--- config.mk ---
export PLATFORM = sky130hd
export DESIGN_NAME = analog_output_code_gen
export DESIGN_NICKNAME = d
export VERILOG_FILES = /design/src/logic/analog_output_code_gen.v
export VERILOG_INCLUDE_DIRS = /design/src /design/src/logic
export SDC_FILE = /design/constraint.sdc
export NUM_CORES = 1
export LEC_CHECK = 0
export BUFFER_PORTS_ARGS = -buffer_cell sky130_fd_sc_hd__buf_2
export CORE_MARGIN = 3
export CORE_UTILIZATION = 30
export CTS_BUF_LIST = sky130_fd_sc_hd__clkbuf_4 sky130_fd_sc_hd__clkbuf_8
export DETAILED_ROUTE_END_ITERATION = 7
export PLACE_DENSITY = 0.63
export SLEW_MARGIN = 20
export SYNTH_ARGS = -nofsm -noshare
export SYNTH_HDL_FRONTEND = slang
export SYNTH_SLANG_ARGS = --single-unit
--- constraint.sdc ---
create_clock -name clk -period 5.65 [get_ports clk]
set_clock_uncertainty 0.1 [all_clocks]
set_input_delay 0.8475 -clock clk [delete_from_list [all_inputs] [get_ports clk]]
set_output_delay 0.8475 -clock clk [all_outputs]
set_load 0.005 [all_outputs]
--- src/logic/analog_output_defs.vh ---
// Constants for the analog output code generator
`ifndef ANALOG_OUTPUT_DEFS_VH
`define ANALOG_OUTPUT_DEFS_VH

// Register byte offsets
`define AO_CTRL_OFF 12'h000
`define AO_STAT_OFF 12'h004
`define AO_MASK_OFF 12'h008
`define AO_CODE_OFF 12'h00C
`define AO_MODE_OFF 12'h010

// Control field positions
`define CTRL_MODE_LSB 0
`define CTRL_TSEL_BIT 3
`define CTRL_TPICK_BIT 4
`define CTRL_PRAW_BIT 5
`define CTRL_T1RAW_BIT 6
`define CTRL_T2RAW_BIT 7
`define CTRL_CLIPH_LSB 8
`define CTRL_CLIPL_LSB 11
`define CTRL_DIAG_BIT 14
`define CTRL_RESET_VAL 32'h0000_0000

// Output mode encodings
`define MODE_OFF 3'h0
`define MODE_RATIO 3'h4
`define MODE_ABS3 3'h5
`define MODE_ABS5 3'h6
`define MODE_LOOP 3'h7

// Reference select encodings
`define REF_NONE 2'h0
`define REF_SUPPLY 2'h1
`define REF_3V 2'h2
`define REF_5V 2'h3

// Code extremes
`define CODE_ZERO 14'h0000
`define CODE_FULL 14'h3FFF

// Status bit positions
`define ST_FORCE_LOW 0
`define ST_FORCE_HIGH 1
`define ST_CLIP 2
`define ST_WIDTH 3

`endif

--- src/logic/analog_output_code_gen.v ---
// Analog output code generator with APB register slave
//
// The implementer's own choices: the register offsets and the APB interface to the registers.
`timescale 1ns/1ps
`default_nettype none
`include "analog_output_defs.vh"

module analog_output_code_gen #(
  parameter DATA_W = 25,
  parameter CODE_W = 14
) (
  // Clock and reset
  input wire clk,
  input wire rst_n,
  // APB slave
  input wire psel,
  input wire penable,
  input wire pwrite,
  input wire [11:0] paddr,
  input wire [31:0] pwdata,
  output reg [31:0] prdata,
  output reg pready,
  output reg pslverr,
  // Measurement results
  input wire [DATA_W-1:0] pressureCorrected,
  input wire [DATA_W-1:0] temp_one_corrected,
  input wire [DATA_W-1:0] temp_two_corrected,
  input wire [CODE_W-1:0] pressureRaw,
  input wire [CODE_W-1:0] tempOneRaw,
  input wire [CODE_W-1:0] tempTwoRaw,
  // Diagnostic flags
  input wire sensorError,
  input wire adcError,
  input wire crcRegError,
  input wire calcError,
  input wire lowThreshold,
  input wire highThreshold,
  // Start-up qualification
  input wire restartEvent,
  input wire configValid,
  input wire threePinModule,
  // Converter side
  output reg [CODE_W-1:0] dacCode,
  output reg [1:0] refSelect,
  output reg dacEnable,
  output reg loopMode,
  output reg analog_pinOnData,
  output reg analogActive,
  output reg irq
);

  // ----------------------------------------------------------------
  // Functions
  // ----------------------------------------------------------------

  // Upper clip table, 100% down to 65%
  function [13:0] clipHigh;
    input [2:0] sel;
    begin
      case (sel)
        3'h0: clipHigh = 14'h3FFF;
        3'h1: clipHigh = 14'h3CCC;
        3'h2: clipHigh = 14'h3999;
        3'h3: clipHigh = 14'h3666;
        3'h4: clipHigh = 14'h3332;
        3'h5: clipHigh = 14'h2FFF;
        3'h6: clipHigh = 14'h2CCC;
        default: clipHigh = 14'h2999;
      endcase
    end
  endfunction

  // Lower clip table, 0% up to 35%
  function [13:0] clipLow;
    input [2:0] sel;
    begin
      case (sel)
        3'h0: clipLow = 14'h0000;
        3'h1: clipLow = 14'h0333;
        3'h2: clipLow = 14'h0666;
        3'h3: clipLow = 14'h0999;
        3'h4: clipLow = 14'h0CCD;
        3'h5: clipLow = 14'h1000;
        3'h6: clipLow = 14'h1333;
        default: clipLow = 14'h1666;
      endcase
    end
  endfunction

  // Address match on the exact byte offset, low address bits included
  function isAddr;
    input [11:0] a;
    input [11:0] off;
    begin
      isAddr = (a == off);
    end
  endfunction

  // ----------------------------------------------------------------
  // Registers
  // ----------------------------------------------------------------

  reg [31:0] ctrl_reg;
  reg [`ST_WIDTH-1:0] stat_reg;
  reg [`ST_WIDTH-1:0] mask_reg;
  reg active_reg;
  reg [CODE_W-1:0] code_next;
  reg [1:0] ref_next;
  reg forceLow;
  reg forceHigh;
  reg clipHit;
  reg [CODE_W-1:0] picked;
  reg [CODE_W-1:0] upper;
  reg [CODE_W-1:0] lower;
  reg [CODE_W-1:0] clipped;
  reg [31:0] rdata_next;
  reg [CODE_W-1:0] pressPick;
  reg [CODE_W-1:0] tempOnePick;
  reg [CODE_W-1:0] tempTwoPick;
  reg clipSeen;
  reg lowFault;
  reg highFault;

  wire [2:0] mode = ctrl_reg[`CTRL_MODE_LSB +: 3];
  wire tSel = ctrl_reg[`CTRL_TSEL_BIT];
  wire tPick = ctrl_reg[`CTRL_TPICK_BIT];
  wire pRawSel = ctrl_reg[`CTRL_PRAW_BIT];
  wire temp_one_unprocessed_sel = ctrl_reg[`CTRL_T1RAW_BIT];
  wire temp_two_unprocessed_sel = ctrl_reg[`CTRL_T2RAW_BIT];
  wire [2:0] clipHSel = ctrl_reg[`CTRL_CLIPH_LSB +: 3];
  wire [2:0] clipLSel = ctrl_reg[`CTRL_CLIPL_LSB +: 3];
  wire diagEnable = ctrl_reg[`CTRL_DIAG_BIT];
  wire modeOn = (mode == `MODE_RATIO) || (mode == `MODE_ABS3) ||
                (mode == `MODE_ABS5) || (mode == `MODE_LOOP);
  wire access = psel && penable;
  wire wrEn = access && pwrite;
  wire rdEn = access && !pwrite;
  wire [`ST_WIDTH-1:0] events = {clipHit, forceHigh, forceLow};

  // Mode groups used by the converter outputs
  wire loopSel = (mode == `MODE_LOOP);
  wire shareSel = (mode == `MODE_RATIO) || (mode == `MODE_ABS3) ||
                  (mode == `MODE_ABS5);

  // ----------------------------------------------------------------
  // Code path
  // ----------------------------------------------------------------

  // Pressure source, raw counts or corrected MSBs
  always @* begin
    if (pRawSel) begin
      pressPick = pressureRaw;
    end else begin
      pressPick = pressureCorrected[24:11];
    end
  end

  // Temperature one source
  always @* begin
    if (temp_one_unprocessed_sel) begin
      tempOnePick = tempOneRaw;
    end else begin
      tempOnePick = temp_one_corrected[24:11];
    end
  end

  // Temperature two source
  always @* begin
    if (temp_two_unprocessed_sel) begin
      tempTwoPick = tempTwoRaw;
    end else begin
      tempTwoPick = temp_two_corrected[24:11];
    end
  end

  // Channel pick, pressure or one of two temperatures
  always @* begin
    if (!tSel) begin
      picked = pressPick;
    end else if (!tPick) begin
      picked = tempOnePick;
    end else begin
      picked = tempTwoPick;
    end
  end

  // Lower then upper clip, no flag bits ever inserted
  always @* begin
    upper = clipHigh(clipHSel);
    lower = clipLow(clipLSel);
    clipSeen = 1'b0;
    clipped = picked;
    if (picked < lower) begin
      clipped = lower;
      clipSeen = 1'b1;
    end
    if (clipped > upper) begin
      clipped = upper;
      clipSeen = 1'b1;
    end
  end

  // Fault priority, sensor error first, high threshold last
  always @* begin
    lowFault = 1'b0;
    highFault = 1'b0;
    if (diagEnable) begin
      if (sensorError) begin
        lowFault = 1'b1;
      end else if (adcError) begin
        lowFault = 1'b1;
      end else if (crcRegError) begin
        lowFault = 1'b1;
      end else if (calcError) begin
        highFault = 1'b1;
      end else if (lowThreshold) begin
        lowFault = 1'b1;
      end else if (highThreshold) begin
        highFault = 1'b1;
      end
    end
  end

  // Final code, converter off wins, then forcing over clipping
  always @* begin
    forceLow = 1'b0;
    forceHigh = 1'b0;
    clipHit = 1'b0;
    code_next = clipped;
    if (!modeOn || !active_reg) begin
      code_next = `CODE_ZERO;
    end else begin
      clipHit = clipSeen;
      if (lowFault) begin
        code_next = `CODE_ZERO;
        forceLow = 1'b1;
      end else if (highFault) begin
        code_next = `CODE_FULL;
        forceHigh = 1'b1;
      end
    end
  end

  // Reference follows the mode field
  always @* begin
    case (mode)
      `MODE_RATIO: ref_next = `REF_SUPPLY;
      `MODE_ABS3: ref_next = `REF_3V;
      `MODE_ABS5: ref_next = `REF_5V;
      `MODE_LOOP: ref_next = `REF_SUPPLY;
      default: ref_next = `REF_NONE;
    endcase
  end

  // ----------------------------------------------------------------
  // Register read mux
  // ----------------------------------------------------------------

  // Read data selection
  always @* begin
    rdata_next = 32'h0000_0000;
    if (isAddr(paddr, `AO_CTRL_OFF)) begin
      rdata_next = ctrl_reg;
    end else if (isAddr(paddr, `AO_STAT_OFF)) begin
      rdata_next = {29'h0000_0000, stat_reg};
    end else if (isAddr(paddr, `AO_MASK_OFF)) begin
      rdata_next = {29'h0000_0000, mask_reg};
    end else if (isAddr(paddr, `AO_CODE_OFF)) begin
      rdata_next = {18'h0_0000, dacCode};
    end else if (isAddr(paddr, `AO_MODE_OFF)) begin
      rdata_next = {29'h0000_0000, analog_pinOnData, active_reg,
                    dacEnable};
    end
  end

  wire mapped = isAddr(paddr, `AO_CTRL_OFF) ||
                isAddr(paddr, `AO_STAT_OFF) ||
                isAddr(paddr, `AO_MASK_OFF) ||
                isAddr(paddr, `AO_CODE_OFF) ||
                isAddr(paddr, `AO_MODE_OFF);

  // Status bits handed out by the read, only these clear
  wire [`ST_WIDTH-1:0] readBits = prdata[`ST_WIDTH-1:0];

  // ----------------------------------------------------------------
  // Sequential logic
  // ----------------------------------------------------------------

  // APB slave, one wait-free access phase
  always @(posedge clk or negedge rst_n) begin
    if (!rst_n) begin
      ctrl_reg <= `CTRL_RESET_VAL;
      mask_reg <= {`ST_WIDTH{1'b0}};
      prdata <= 32'h0000_0000;
      pready <= 1'b0;
      pslverr <= 1'b0;
    end else begin
      pready <= psel && !pready;
      pslverr <= psel && !pready && !mapped;
      prdata <= (psel && !pwrite) ? rdata_next : 32'h0000_0000;
      if (wrEn && pready && isAddr(paddr, `AO_CTRL_OFF)) begin
        ctrl_reg <= pwdata;
      end
      if (wrEn && pready && isAddr(paddr, `AO_MASK_OFF)) begin
        mask_reg <= pwdata[`ST_WIDTH-1:0];
      end
    end
  end

  // Sticky status, read clears, new event wins
  always @(posedge clk or negedge rst_n) begin
    if (!rst_n) begin
      stat_reg <= {`ST_WIDTH{1'b0}};
    end else if (rdEn && pready && isAddr(paddr, `AO_STAT_OFF)) begin
      stat_reg <= (stat_reg & ~readBits) | events;
    end else begin
      stat_reg <= stat_reg | events;
    end
  end

  // Analog mode entry on restart with valid config
  always @(posedge clk or negedge rst_n) begin
    if (!rst_n) begin
      active_reg <= 1'b0;
    end else if (restartEvent) begin
      active_reg <= configValid;
    end
  end

  // Converter outputs
  always @(posedge clk or negedge rst_n) begin
    if (!rst_n) begin
      dacCode <= `CODE_ZERO;
      refSelect <= `REF_NONE;
      dacEnable <= 1'b0;
      loopMode <= 1'b0;
      analog_pinOnData <= 1'b0;
      analogActive <= 1'b0;
    end else begin
      dacCode <= code_next;
      refSelect <= ref_next;
      dacEnable <= modeOn && active_reg;
      loopMode <= loopSel && active_reg;
      // Same pin sharing in ratiometric and absolute modes
      analog_pinOnData <= active_reg && threePinModule && shareSel;
      analogActive <= active_reg;
    end
  end

  // Interrupt level from unmasked sticky status
  always @(posedge clk or negedge rst_n) begin
    if (!rst_n) begin
      irq <= 1'b0;
    end else begin
      irq <= |(stat_reg & mask_reg);
    end
  end

endmodule // analog_output_code_gen

`default_nettype wire

==> impl_metrics.env, run 1 <==
export IMPL_fin_crit_ps=5180
export IMPL_grt_max_degree=54
export IMPL_leakagePower_nw=3.47
export IMPL_critPathMaxFanout=10
export IMPL_slowest_stage="dfrtp_1"
export IMPL_core_area_mm2=0.0175
export IMPL_setup_ws_ps=474
export IMPL_final_util_pct=39.7
export IMPL_maxSlewViolCount=0
export IMPL_switching_share_pct=25.4
export IMPL_antenna_found_initial=0
export IMPL_clk_pin_slew_worst_paths_ps=90
export IMPL_synth_edff_count=0
export IMPL_hp_class="in -> async"
export IMPL_io_buffer_count=196
export IMPL_cts_hold_buffers=0
export IMPL_synth_top_area_share_pct=43.4
export IMPL_tightest_slew_ps=962
export IMPL_antennaDiodeCount=0
export IMPL_ys_warnings_count=0
export IMPL_maxCapViolCount=0
export IMPL_place_inst=946
export IMPL_cts_tree="yes"
export IMPL_pwr_share_clk_pct=33.8
export IMPL_io_pin_count=230
export IMPL_synth_cell_area_mm2=0.00542
export IMPL_drive_gt1_share_pct=40.7
export IMPL_p_seq_share_pct=54.6
export IMPL_fin_tns_setup_ps=0
export IMPL_final_area_mm2=0.00694
export IMPL_syn_avg_cell_area_um2=10.3
export IMPL_gr_total_overflow=0
export IMPL_powerDensity_mw_per_mm2=179
export IMPL_slowest_delay_ps=680
export IMPL_crit_type="reg -> reg"
export IMPL_instances_no_fill=962
export IMPL_initial_core_util_pct=31.0
export IMPL_dieArea_mm2=0.0197
export IMPL_synthFlopType="dfrtp_1"
export IMPL_p_comb_share_pct=11.6
export IMPL_place_area_mm2=0.00675
export IMPL_clock_latency_ps=360
export IMPL_dp_hpwl_mm=12.8
export IMPL_min_period_over_period_pct=91.6
export IMPL_r2r_slack_ps=470
export IMPL_routed_wl_mm=16.0
export IMPL_arrival_ps=5310
export IMPL_ctsHtreeMaxLevel=3
export IMPL_cts_max_path_buffers=2
export IMPL_drt_initial_drc_count=221
export IMPL_worstSetupEndpointType="flip-flop"
export IMPL_num_rows=48
export IMPL_worstSetupStartpointType="flip-flop"
export IMPL_grt_pass1_wl_mm=25.3
export IMPL_dp_slack_ps=180
export IMPL_postCtsSetupBuffers=0
export IMPL_tritoncts_num_buffers=9
export IMPL_synth_seq_area_share_pct=43.4
export IMPL_ys_top_cells_by_area="dfrtp_1, mux2_2, mux2i_1"
export IMPL_nNetsFinal=930
export IMPL_gp_congestion=0.898
export IMPL_fmax_ghz=0.193
export IMPL_maxSlewHeadroom_pct=35.7
export IMPL_finalSetupViolCount=0
export IMPL_final_antenna_net_count=0
export IMPL_track_usage_pct=15.9
export IMPL_synthDistinctLibCells=60
export IMPL_syn_nets=727
export IMPL_status="finished, final reports clean"
export IMPL_synth_top_area_cell="dfrtp_1"
export IMPL_die_h_um=140
export IMPL_synth_seq_cells=94
export IMPL_ir_drop_mv=0.125
export IMPL_grt_pass1_vias=4737
export IMPL_hold_ws_ps=350
export IMPL_synthArstFlopShare_pct=100
export IMPL_area_delta_synth_final_pct=27.9
export IMPL_root_buffer="clkbuf_8"
export IMPL_rsz0062_at_grt="false"
export IMPL_route_detailed_drc=0
export IMPL_cts_resized=0
export IMPL_die_x_um=140
export IMPL_finalPower_mw=1.24
export IMPL_cts_sinks=94
export IMPL_cp_required_ps=5780
export IMPL_hold_viol=0
export IMPL_cell_internal_pwr_mw=0.925
export IMPL_synthCells=529
export IMPL_wire_per_inst_um=16.6
export IMPL_vias=4794
export IMPL_first_pass_iters=5
export IMPL_p_switching_mw=0.314
export IMPL_r2r_cells=20
export IMPL_via_per_inst=4.98
export IMPL_crit_chain="mux2i_1, nor2_1, a21oi_1, inv_1, ha_1, a211oi_1, o211ai_1, a211oi_1, o31ai_1, and4b_1, nor2_2, o21ai_0, ha_1, nand4_1, a21oi_1, o41ai_1, a211o_1, and2_1, and4_2, a311oi_1"
## final timing paths
path / from / to
min in group clk: active_reg$_DFFE_PN0P_ / analogActive$_DFF_PN0_
min reg2reg: active_reg$_DFFE_PN0P_ / analogActive$_DFF_PN0_
max reg2reg: ctrl_reg[5]$_DFFE_PN0P_ / dacCode[8]$_DFF_PN0_
max: ctrl_reg[5]$_DFFE_PN0P_ / dacCode[8]$_DFF_PN0_
max in group asynchronous: rst_n / ctrl_reg[6]$_DFFE_PN0P_
min: rst_n / prdata[30]$_DFF_PN0_
## layout by cell type, fill, tap and decap left out, types with 2 or more instances in the layout
| cell type | Yosys | routed |
|---|---|---|
| buf_4 | 3 | 32 |
| a21o_1 | 3 | 3 |
| nand2b_1 | 4 | 4 |
| a21oi_1 | 34 | 34 |
| o21a_1 | 4 | 4 |
| o21ai_0 | 31 | 31 |
| and3_1 | 21 | 21 |
| xor2_1 | 3 | 3 |
| clkbuf_8 | 0 | 10 |
| nor2_1 | 32 | 31 |
| ha_1 | 23 | 23 |
| dfrtp_1 | 94 | 92 |
| inv_1 | 16 | 16 |
| a22o_1 | 2 | 2 |
| nand2_1 | 35 | 35 |
| mux2i_1 | 34 | 34 |
| xnor2_1 | 4 | 4 |
| nor3_1 | 6 | 6 |
| o211ai_1 | 7 | 7 |
| inv_6 | 0 | 2 |
| o311ai_1 | 4 | 4 |
| nor2b_1 | 9 | 9 |
| clkinv_4 | 0 | 2 |
| nor4b_1 | 2 | 2 |
| a211oi_1 | 17 | 17 |
| a222oi_1 | 4 | 4 |
| nand4_1 | 6 | 6 |
| nand3_1 | 8 | 8 |
| nor3b_1 | 3 | 3 |
| buf_2 | 5 | 195 |
| o2bb2ai_1 | 2 | 2 |
| nor4_1 | 2 | 2 |
| mux2_2 | 40 | 40 |
| a22oi_1 | 14 | 14 |
| a31oi_1 | 2 | 2 |
| and2_1 | 4 | 4 |
| dfrtp_2 | 0 | 2 |
## logic make-up (layout without fill, tap and decap cells)
kind of cell	after synthesis	after routing	synth area share, %
AO/OA/AOI/OAI	136	136	16.7
XOR/XNOR	8	8	1.64
adder cells (fa/ha/maj)	23	23	5.31
buffers and inverters	52	260	4.61
flip-flops	94	94	43.4
multiplexers	74	74	14.6
AND/OR/NAND/NOR	142	142	13.8
## critical path: cells and delay by family, from the launching register on
family / cells / cell delay (ps)
compound gates: 10 / 2020
simple gates: 6 / 1170
flops: 1 / 680
fa+ha+maj: 2 / 630
mux: 1 / 330
buf+inv: 1 / 90
## final cells by class
| cell class | count | area (um^2) |
|---|---|---|
| clock buffers | 11 | 145 |
| clock inverters | 5 | 40.0 |
| repair buffers | 227 | 1220 |
| well taps | 225 | 282 |
| multi-input cells | 383 | 2840 |
| inverters | 17 | 63.8 |
| fillers | 1771 | 10500 |
| flip-flops and latches | 94 | 2350 |
## cells in the mapped netlist, drive strengths merged, types with 2 or more instances
cell / count
a311oi: 2
dfrtp: 94
xnor2: 5
clkbuf: 21
nand4: 6
buf: 14
nor4: 3
mux2: 40
and3: 21
a211oi: 18
a31oi: 2
o211ai: 7
a21oi: 34
ha: 23
a22o: 2
nor3b: 4
nor2b: 9
o21ai: 32
a222oi: 4
a21o: 4
o21a: 4
o311ai: 4
inv: 17
and2: 4
nand2: 36
mux2i: 34
nor4b: 2
and4: 2
a22oi: 14
nand2b: 5
nor2: 33
o31ai: 2
xor2: 3
a211o: 2
o2bb2ai: 2
nand3: 8
nor3: 6
## power groups by stage
stage               clock network (mW)  registers, mW  logic (mW)
global placement                     0          0.690       0.142
finish                           0.420          0.676       0.144
floorplan                            0          0.690      0.0582
CTS                              0.430          0.677       0.145
global route                     0.462          0.677       0.163
detailed placement                   0          0.690       0.145
## routing by layer
layer	wire length, um	GRT usage, %
met1	6920	20.7
met2	7860	27.3
met3	894	2.22
met4	335	5.10
met5	0	0
(Power assumes the default switching activity.)
==> run 2, diff against run 1 <==
CTS_BUF_LIST = default   (was sky130_fd_sc_hd__clkbuf_4 sky130_fd_sc_hd__clkbuf_8)
==> run 2 against run 1 <==
  * Routed wire length rose by 0.14%
  * Via count barely moved
  * Combinational power barely moved
  * Fmax barely moved
  * Worst setup slack got worse by 4.2 ps
==> impl_metrics.env, run 2 (same netlist as run 1, synthesis figures left out) <==
export IMPL_status="finished, final reports clean"
export IMPL_tritoncts_num_buffers=9
export IMPL_drive_gt1_share_pct=40.6
export IMPL_hp_class="reg -> reg"
export IMPL_fillers=1756
export IMPL_arrival_ps=5280
export IMPL_nNetsFinal=930
export IMPL_root_buffer="clkbuf_16"
export IMPL_die_h_um=140
export IMPL_worstSetupStartpointType="flip-flop"
export IMPL_wire_per_inst_um=16.7
export IMPL_gr_total_overflow=0
export IMPL_cts_max_path_buffers=2
export IMPL_maxCapViolCount=0
export IMPL_antennaDiodeCount=0
export IMPL_ctsHtreeMaxLevel=3
export IMPL_initial_core_util_pct=31.0
export IMPL_hold_viol=0
export IMPL_antenna_found_initial=0
export IMPL_fin_tns_setup_ps=0
export IMPL_p_seq_share_pct=48.8
export IMPL_final_common_cell="buf_2"
export IMPL_drt_initial_drc_count=248
export IMPL_cts_hold_buffers=0
export IMPL_fin_crit_ps=5180
export IMPL_critPathMaxFanout=10
export IMPL_final_cell_mix="buf_2, dfrtp_1, mux2_2"
export IMPL_io_buffer_count=196
export IMPL_leakagePower_nw=3.51
export IMPL_p_switching_mw=0.329
export IMPL_num_rows=48
export IMPL_clk_pin_slew_worst_paths_ps=60
export IMPL_maxSlewViolCount=0
export IMPL_cp_required_ps=5750
export IMPL_p_comb_share_pct=10.4
export IMPL_pwr_share_clk_pct=40.8
export IMPL_final_antenna_net_count=0
export IMPL_dp_hpwl_mm=12.8
export IMPL_ir_drop_mv=0.177
export IMPL_powerDensity_mw_per_mm2=197
export IMPL_setup_ws_ps=469
export IMPL_io_pin_count=230
export IMPL_fmax_ghz=0.193
export IMPL_worstSetupEndpointType="flip-flop"
export IMPL_route_detailed_drc=0
export IMPL_switching_share_pct=23.7
export IMPL_core_area_mm2=0.0175
export IMPL_clock_latency_ps=340
export IMPL_dieArea_mm2=0.0197
export IMPL_crit_type="reg -> reg"
export IMPL_routed_wl_mm=16.0
export IMPL_grt_pass1_vias=4752
export IMPL_min_period_over_period_pct=91.7
export IMPL_area_delta_synth_final_pct=29.7
export IMPL_grt_max_degree=54
export IMPL_cell_internal_pwr_mw=1.06
export IMPL_track_usage_pct=15.9
export IMPL_tightest_slew_ps=963
export IMPL_final_util_pct=40.3
export IMPL_rsz0062_at_grt="false"
export IMPL_die_x_um=140
export IMPL_dp_slack_ps=180
export IMPL_grt_pass1_wl_mm=25.4
export IMPL_finalSetupViolCount=0
export IMPL_gp_congestion=0.898
export IMPL_hold_ws_ps=371
export IMPL_cts_sinks=94
export IMPL_first_pass_iters=5
export IMPL_maxSlewHeadroom_pct=35.6
export IMPL_via_per_inst=4.98
export IMPL_vias=4793
export IMPL_cts_tree="yes"
## run 2: through the flow
step	power (mW)	area, um^2	instances
global route	1.45	7040	962
floorplan	0.748	5420	529
finish	1.39	7040	962
detailed placement	0.835	6750	946
CTS	1.41	7030	962
global placement	0.832	6750	946
## run 2: area by class of cell
type | instances | area [um^2] | share of cell area [%]
multi-input combinational | 383 | 2840 | 40.3
sequential | 94 | 2350 | 33.5
timing repair buffer | 227 | 1220 | 17.3
tap | 225 | 282 | 4.00
clock buffer | 11 | 243 | 3.45
inverter | 17 | 63.8 | 0.907
clock inverter | 5 | 40.0 | 0.569
## run 2: worst paths after layout
check,startpoint,end,slack [ps],depth (start not counted)
worst min register to register,active_reg$_DFFE_PN0P_,analogActive$_DFF_PN0_,370,0
max in group asynchronous,rst_n,ctrl_reg[6]$_DFFE_PN0P_,4000,2
worst max-delay path,ctrl_reg[5]$_DFFE_PN0P_,dacCode[8]$_DFF_PN0_,470,20
min in group asynchronous,rst_n,prdata[30]$_DFF_PN0_,380,1
worst min-delay path,active_reg$_DFFE_PN0P_,analogActive$_DFF_PN0_,370,0
worst max register to register,ctrl_reg[5]$_DFFE_PN0P_,dacCode[8]$_DFF_PN0_,470,20
## run 2: power by group through the flow
| stage | Combinational (mW) | Sequential (mW) | Clock (mW) |
|---|---|---|---|
| after floorplan | 0.0582 | 0.690 | 0 |
| after global placement | 0.142 | 0.690 | 0 |
| after detailed placement | 0.145 | 0.690 | 0 |
| after CTS | 0.145 | 0.677 | 0.583 |
| after global routing | 0.163 | 0.677 | 0.611 |
| final | 0.144 | 0.677 | 0.567 |
## run 2: metal layers
| metal | vias to the layer above | GRT usage (%) | share of wire, % |
|---|---|---|---|
| li1 | 2350 | - | - |
| met5 | - | 0 | 0 |
| met1 | 2267 | 20.7 | 43 |
| met2 | 159 | 27.5 | 49 |
| met3 | 17 | 2.42 | 5.6 |
| met4 | 0 | 4.49 | 1.7 |
## run 2: timing repair
item / 4_1_cts / 5_1_grt
setup buffers: 0 / 0
endpoints found under the hold margin: 0 / 0
resized for setup: 0 / 2
endpoints found under the setup margin: 0 / 1
## run 2: worst max-delay path, cell delays in order, from the launching register on
cell and delay (ps):
dfrtp_1 670, mux2i_1 330, nor2_1 60, a21oi_1 220
inv_1 90, ha_1 310, a211oi_1 310, o211ai_1 140
a211oi_1 190, o31ai_1 110, and4b_1 270, nor2_2 250
o21ai_0 140, ha_1 320, nand4_1 120, a21oi_1 140
o41ai_1 80, a211o_1 380, and2_1 230, and4_2 250
a311oi_1 320
==> run 3, diff against run 2 <==
BUFFER_PORTS_ARGS = default   (was -buffer_cell sky130_fd_sc_hd__buf_2)
CORE_UTILIZATION = 60   (was 30)
DONT_BUFFER_PORTS = 1   (was default)
PLACE_DENSITY = 0.85   (was 0.63)
==> run 3 against run 2 <==
  * Combinational power decreased by 48%
  * Fmax increased by 0.24%
  * First-iteration DRC count increased by 11%
  * Critical path type unchanged
  * Largest cell class unchanged
  * Highest routed layer unchanged
==> impl_metrics.env, run 3 (same netlist as run 1, synthesis figures left out) <==
export IMPL_cts_sinks=94
export IMPL_maxSlewHeadroom_pct=38.6
export IMPL_drive_gt1_share_pct=16.3
export IMPL_cts_max_path_buffers=2
export IMPL_dieArea_mm2=0.0102
export IMPL_cts_hold_buffers=0
export IMPL_multi_input_area_mm2=0.00284
export IMPL_grt_max_degree=95
export IMPL_worstSetupEndpointType="flip-flop"
export IMPL_drt_initial_drc_count=276
export IMPL_grt_pass1_wl_mm=20.9
export IMPL_powerDensity_mw_per_mm2=202
export IMPL_rr_startpoint="ctrl_reg[5]$_DFFE_PN0P_"
export IMPL_hold_viol=0
export IMPL_vias=4142
export IMPL_maxCapViolCount=0
export IMPL_leakagePower_nw=2.51
export IMPL_arrival_ps=5290
export IMPL_fin_tns_setup_ps=0
export IMPL_io_pin_count=230
export IMPL_switching_share_pct=24.2
export IMPL_r2r_slack_ps=480
export IMPL_rsz0062_at_grt="false"
export IMPL_nNetsFinal=716
export IMPL_min_period_over_period_pct=91.5
export IMPL_route_detailed_drc=0
export IMPL_crit_type="reg -> reg"
export IMPL_p_seq_share_pct=59.2
export IMPL_wl_met3_mm=1.08
export IMPL_fin_crit_ps=5170
export IMPL_tightest_slew_ps=919
export IMPL_crit_family="compound AO/OA/AOI/OAI gates"
export IMPL_p_comb_share_pct=6.6
export IMPL_ir_drop_mv=0.125
export IMPL_num_rows=34
export IMPL_cp_required_ps=5770
export IMPL_antennaDiodeCount=0
export IMPL_path_depth=21
export IMPL_dp_hpwl_mm=10.5
export IMPL_clk_pin_slew_worst_paths_ps=90
export IMPL_first_pass_iters=4
export IMPL_final_cell_mix="dfrtp_1, mux2_2, nand2_1"
export IMPL_root_buffer="clkbuf_8"
export IMPL_crit_buf_inv=2
export IMPL_track_usage_pct=26.3
export IMPL_hp_class="in -> async"
export IMPL_die_h_um=101
export IMPL_core_area_mm2=0.00876
export IMPL_via_per_inst=6.57
export IMPL_finalSetupViolCount=0
export IMPL_maxSlewViolCount=0
export IMPL_pwr_share_clk_pct=34.2
export IMPL_fillers=669
export IMPL_crit_chain="mux2i_1, nor2_1, a21oi_1, inv_1, ha_1, a211oi_1, o211ai_1, a211oi_1, o31ai_1, nand4b_1, and3_1, a21oi_1, ha_1, a21oi_1, o21ai_0, o41ai_1, a211o_1, buf_4, nand2_1, a211oi_1, nor3_1"
export IMPL_initial_core_util_pct=61.9
export IMPL_grt_pass1_vias=3994
export IMPL_status="finished, final reports clean"
export IMPL_die_x_um=101
export IMPL_r2r_cells=21
export IMPL_p_switching_mw=0.277
export IMPL_top_layer="met4"
export IMPL_antenna_found_initial=0
export IMPL_io_buffer_count=0
export IMPL_cell_internal_pwr_mw=0.866
export IMPL_slowest_stage="dfrtp_1"
export IMPL_final_common_cell="dfrtp_1"
export IMPL_tritoncts_num_buffers=9
export IMPL_critPathMaxFanout=12
export IMPL_place_inst=615
export IMPL_ctsHtreeMaxLevel=3
export IMPL_cts_tree="yes"
export IMPL_gp_congestion=0.919
export IMPL_m1WireLength_mm=5.45
export IMPL_wire_per_inst_um=21.3
export IMPL_dr_wl_met2_mm=6.60
export IMPL_gr_total_overflow=0
export IMPL_clock_latency_ps=360
export IMPL_instances_no_fill=630
export IMPL_slowest_delay_ps=750
export IMPL_postCtsSetupBuffers=0
export IMPL_final_antenna_net_count=0
export IMPL_area_delta_synth_final_pct=4.34
export IMPL_r2r_end="dacCode[4]$_DFF_PN0_"
export IMPL_fmax_ghz=0.193
export IMPL_worstSetupStartpointType="flip-flop"
export IMPL_routed_wl_mm=13.4
export IMPL_hold_ws_ps=71.5
export IMPL_register_area_mm2=0.00235
run 3: cell count changes in the layout (fill, tap and decap cells not counted), sizes merged:
cell | previous run | this run
clkinv | 3 | 2
clkinvlp | 0 | 2
buf | 227 | 13
clkbuf | 11 | 9
run 3: per-layer routing:
metal | GRT usage, % | up-vias
met5 | 0 | -
met2 | 42.2 | 202
met4 | 9.92 | 0
met3 | 5.19 | 29
li1 | - | 1931
met1 | 35.1 | 1980
run 3: power by group through the flow:
stage / combinational [mW] / sequential [mW] / clock [mW]
4_1_cts: 0.0744 / 0.677 / 0.394
3_5_place_dp: 0.0740 / 0.691 / 0
5_1_grt: 0.0844 / 0.678 / 0.425
6_report: 0.0751 / 0.677 / 0.391
3_3_place_gp: 0.0718 / 0.690 / 0
2_1_floorplan: 0.0582 / 0.690 / 0
run 3: repair_timing:
item	4_1_cts	5_1_grt
endpoints found under the setup margin	0	6
resized for setup	0	2
endpoints found under the hold margin	0	0
run 3: final cells by class:
cell class,count,area share (%)
clock buffers,9,2.19
flip-flops and latches,94,41.6
repair buffers,13,1.72
inverters,17,1.13
clock inverters,6,0.818
multi-input cells,383,50.1
well taps,108,2.39
run 3: how the worst max path moves through the flow:
stage / from / to / slack, ps
2_1_floorplan: ctrl_reg[6]$_DFFE_PN0P_ / dacCode[4]$_DFF_PN0_ / 800
3_3_place_gp: temp_one_corrected[14] / dacCode[4]$_DFF_PN0_ / 380
3_5_place_dp: temp_one_corrected[14] / dacCode[4]$_DFF_PN0_ / 330
4_1_cts: ctrl_reg[6]$_DFFE_PN0P_ / dacCode[4]$_DFF_PN0_ / 420
6_report: ctrl_reg[5]$_DFFE_PN0P_ / dacCode[4]$_DFF_PN0_ / 480
5_1_grt: ctrl_reg[7]$_DFFE_PN0P_ / dacCode[12]$_DFF_PN0_ / 40
run 3: per-stage QoR:
| step | power, mW | setup WS [ps] | utilization, % | instance area (um^2) |
|---|---|---|---|---|
| final | 1.14 | 482 | 64.6 | 5660 |
| after global routing | 1.19 | 37.7 | 64.6 | 5660 |
| after CTS | 1.15 | 417 | 64.5 | 5660 |
| after detailed placement | 0.765 | 334 | 62.6 | 5490 |
| after global placement | 0.762 | 375 | 62.6 | 5490 |
| after floorplan | 0.748 | 798 | - | 5420 |
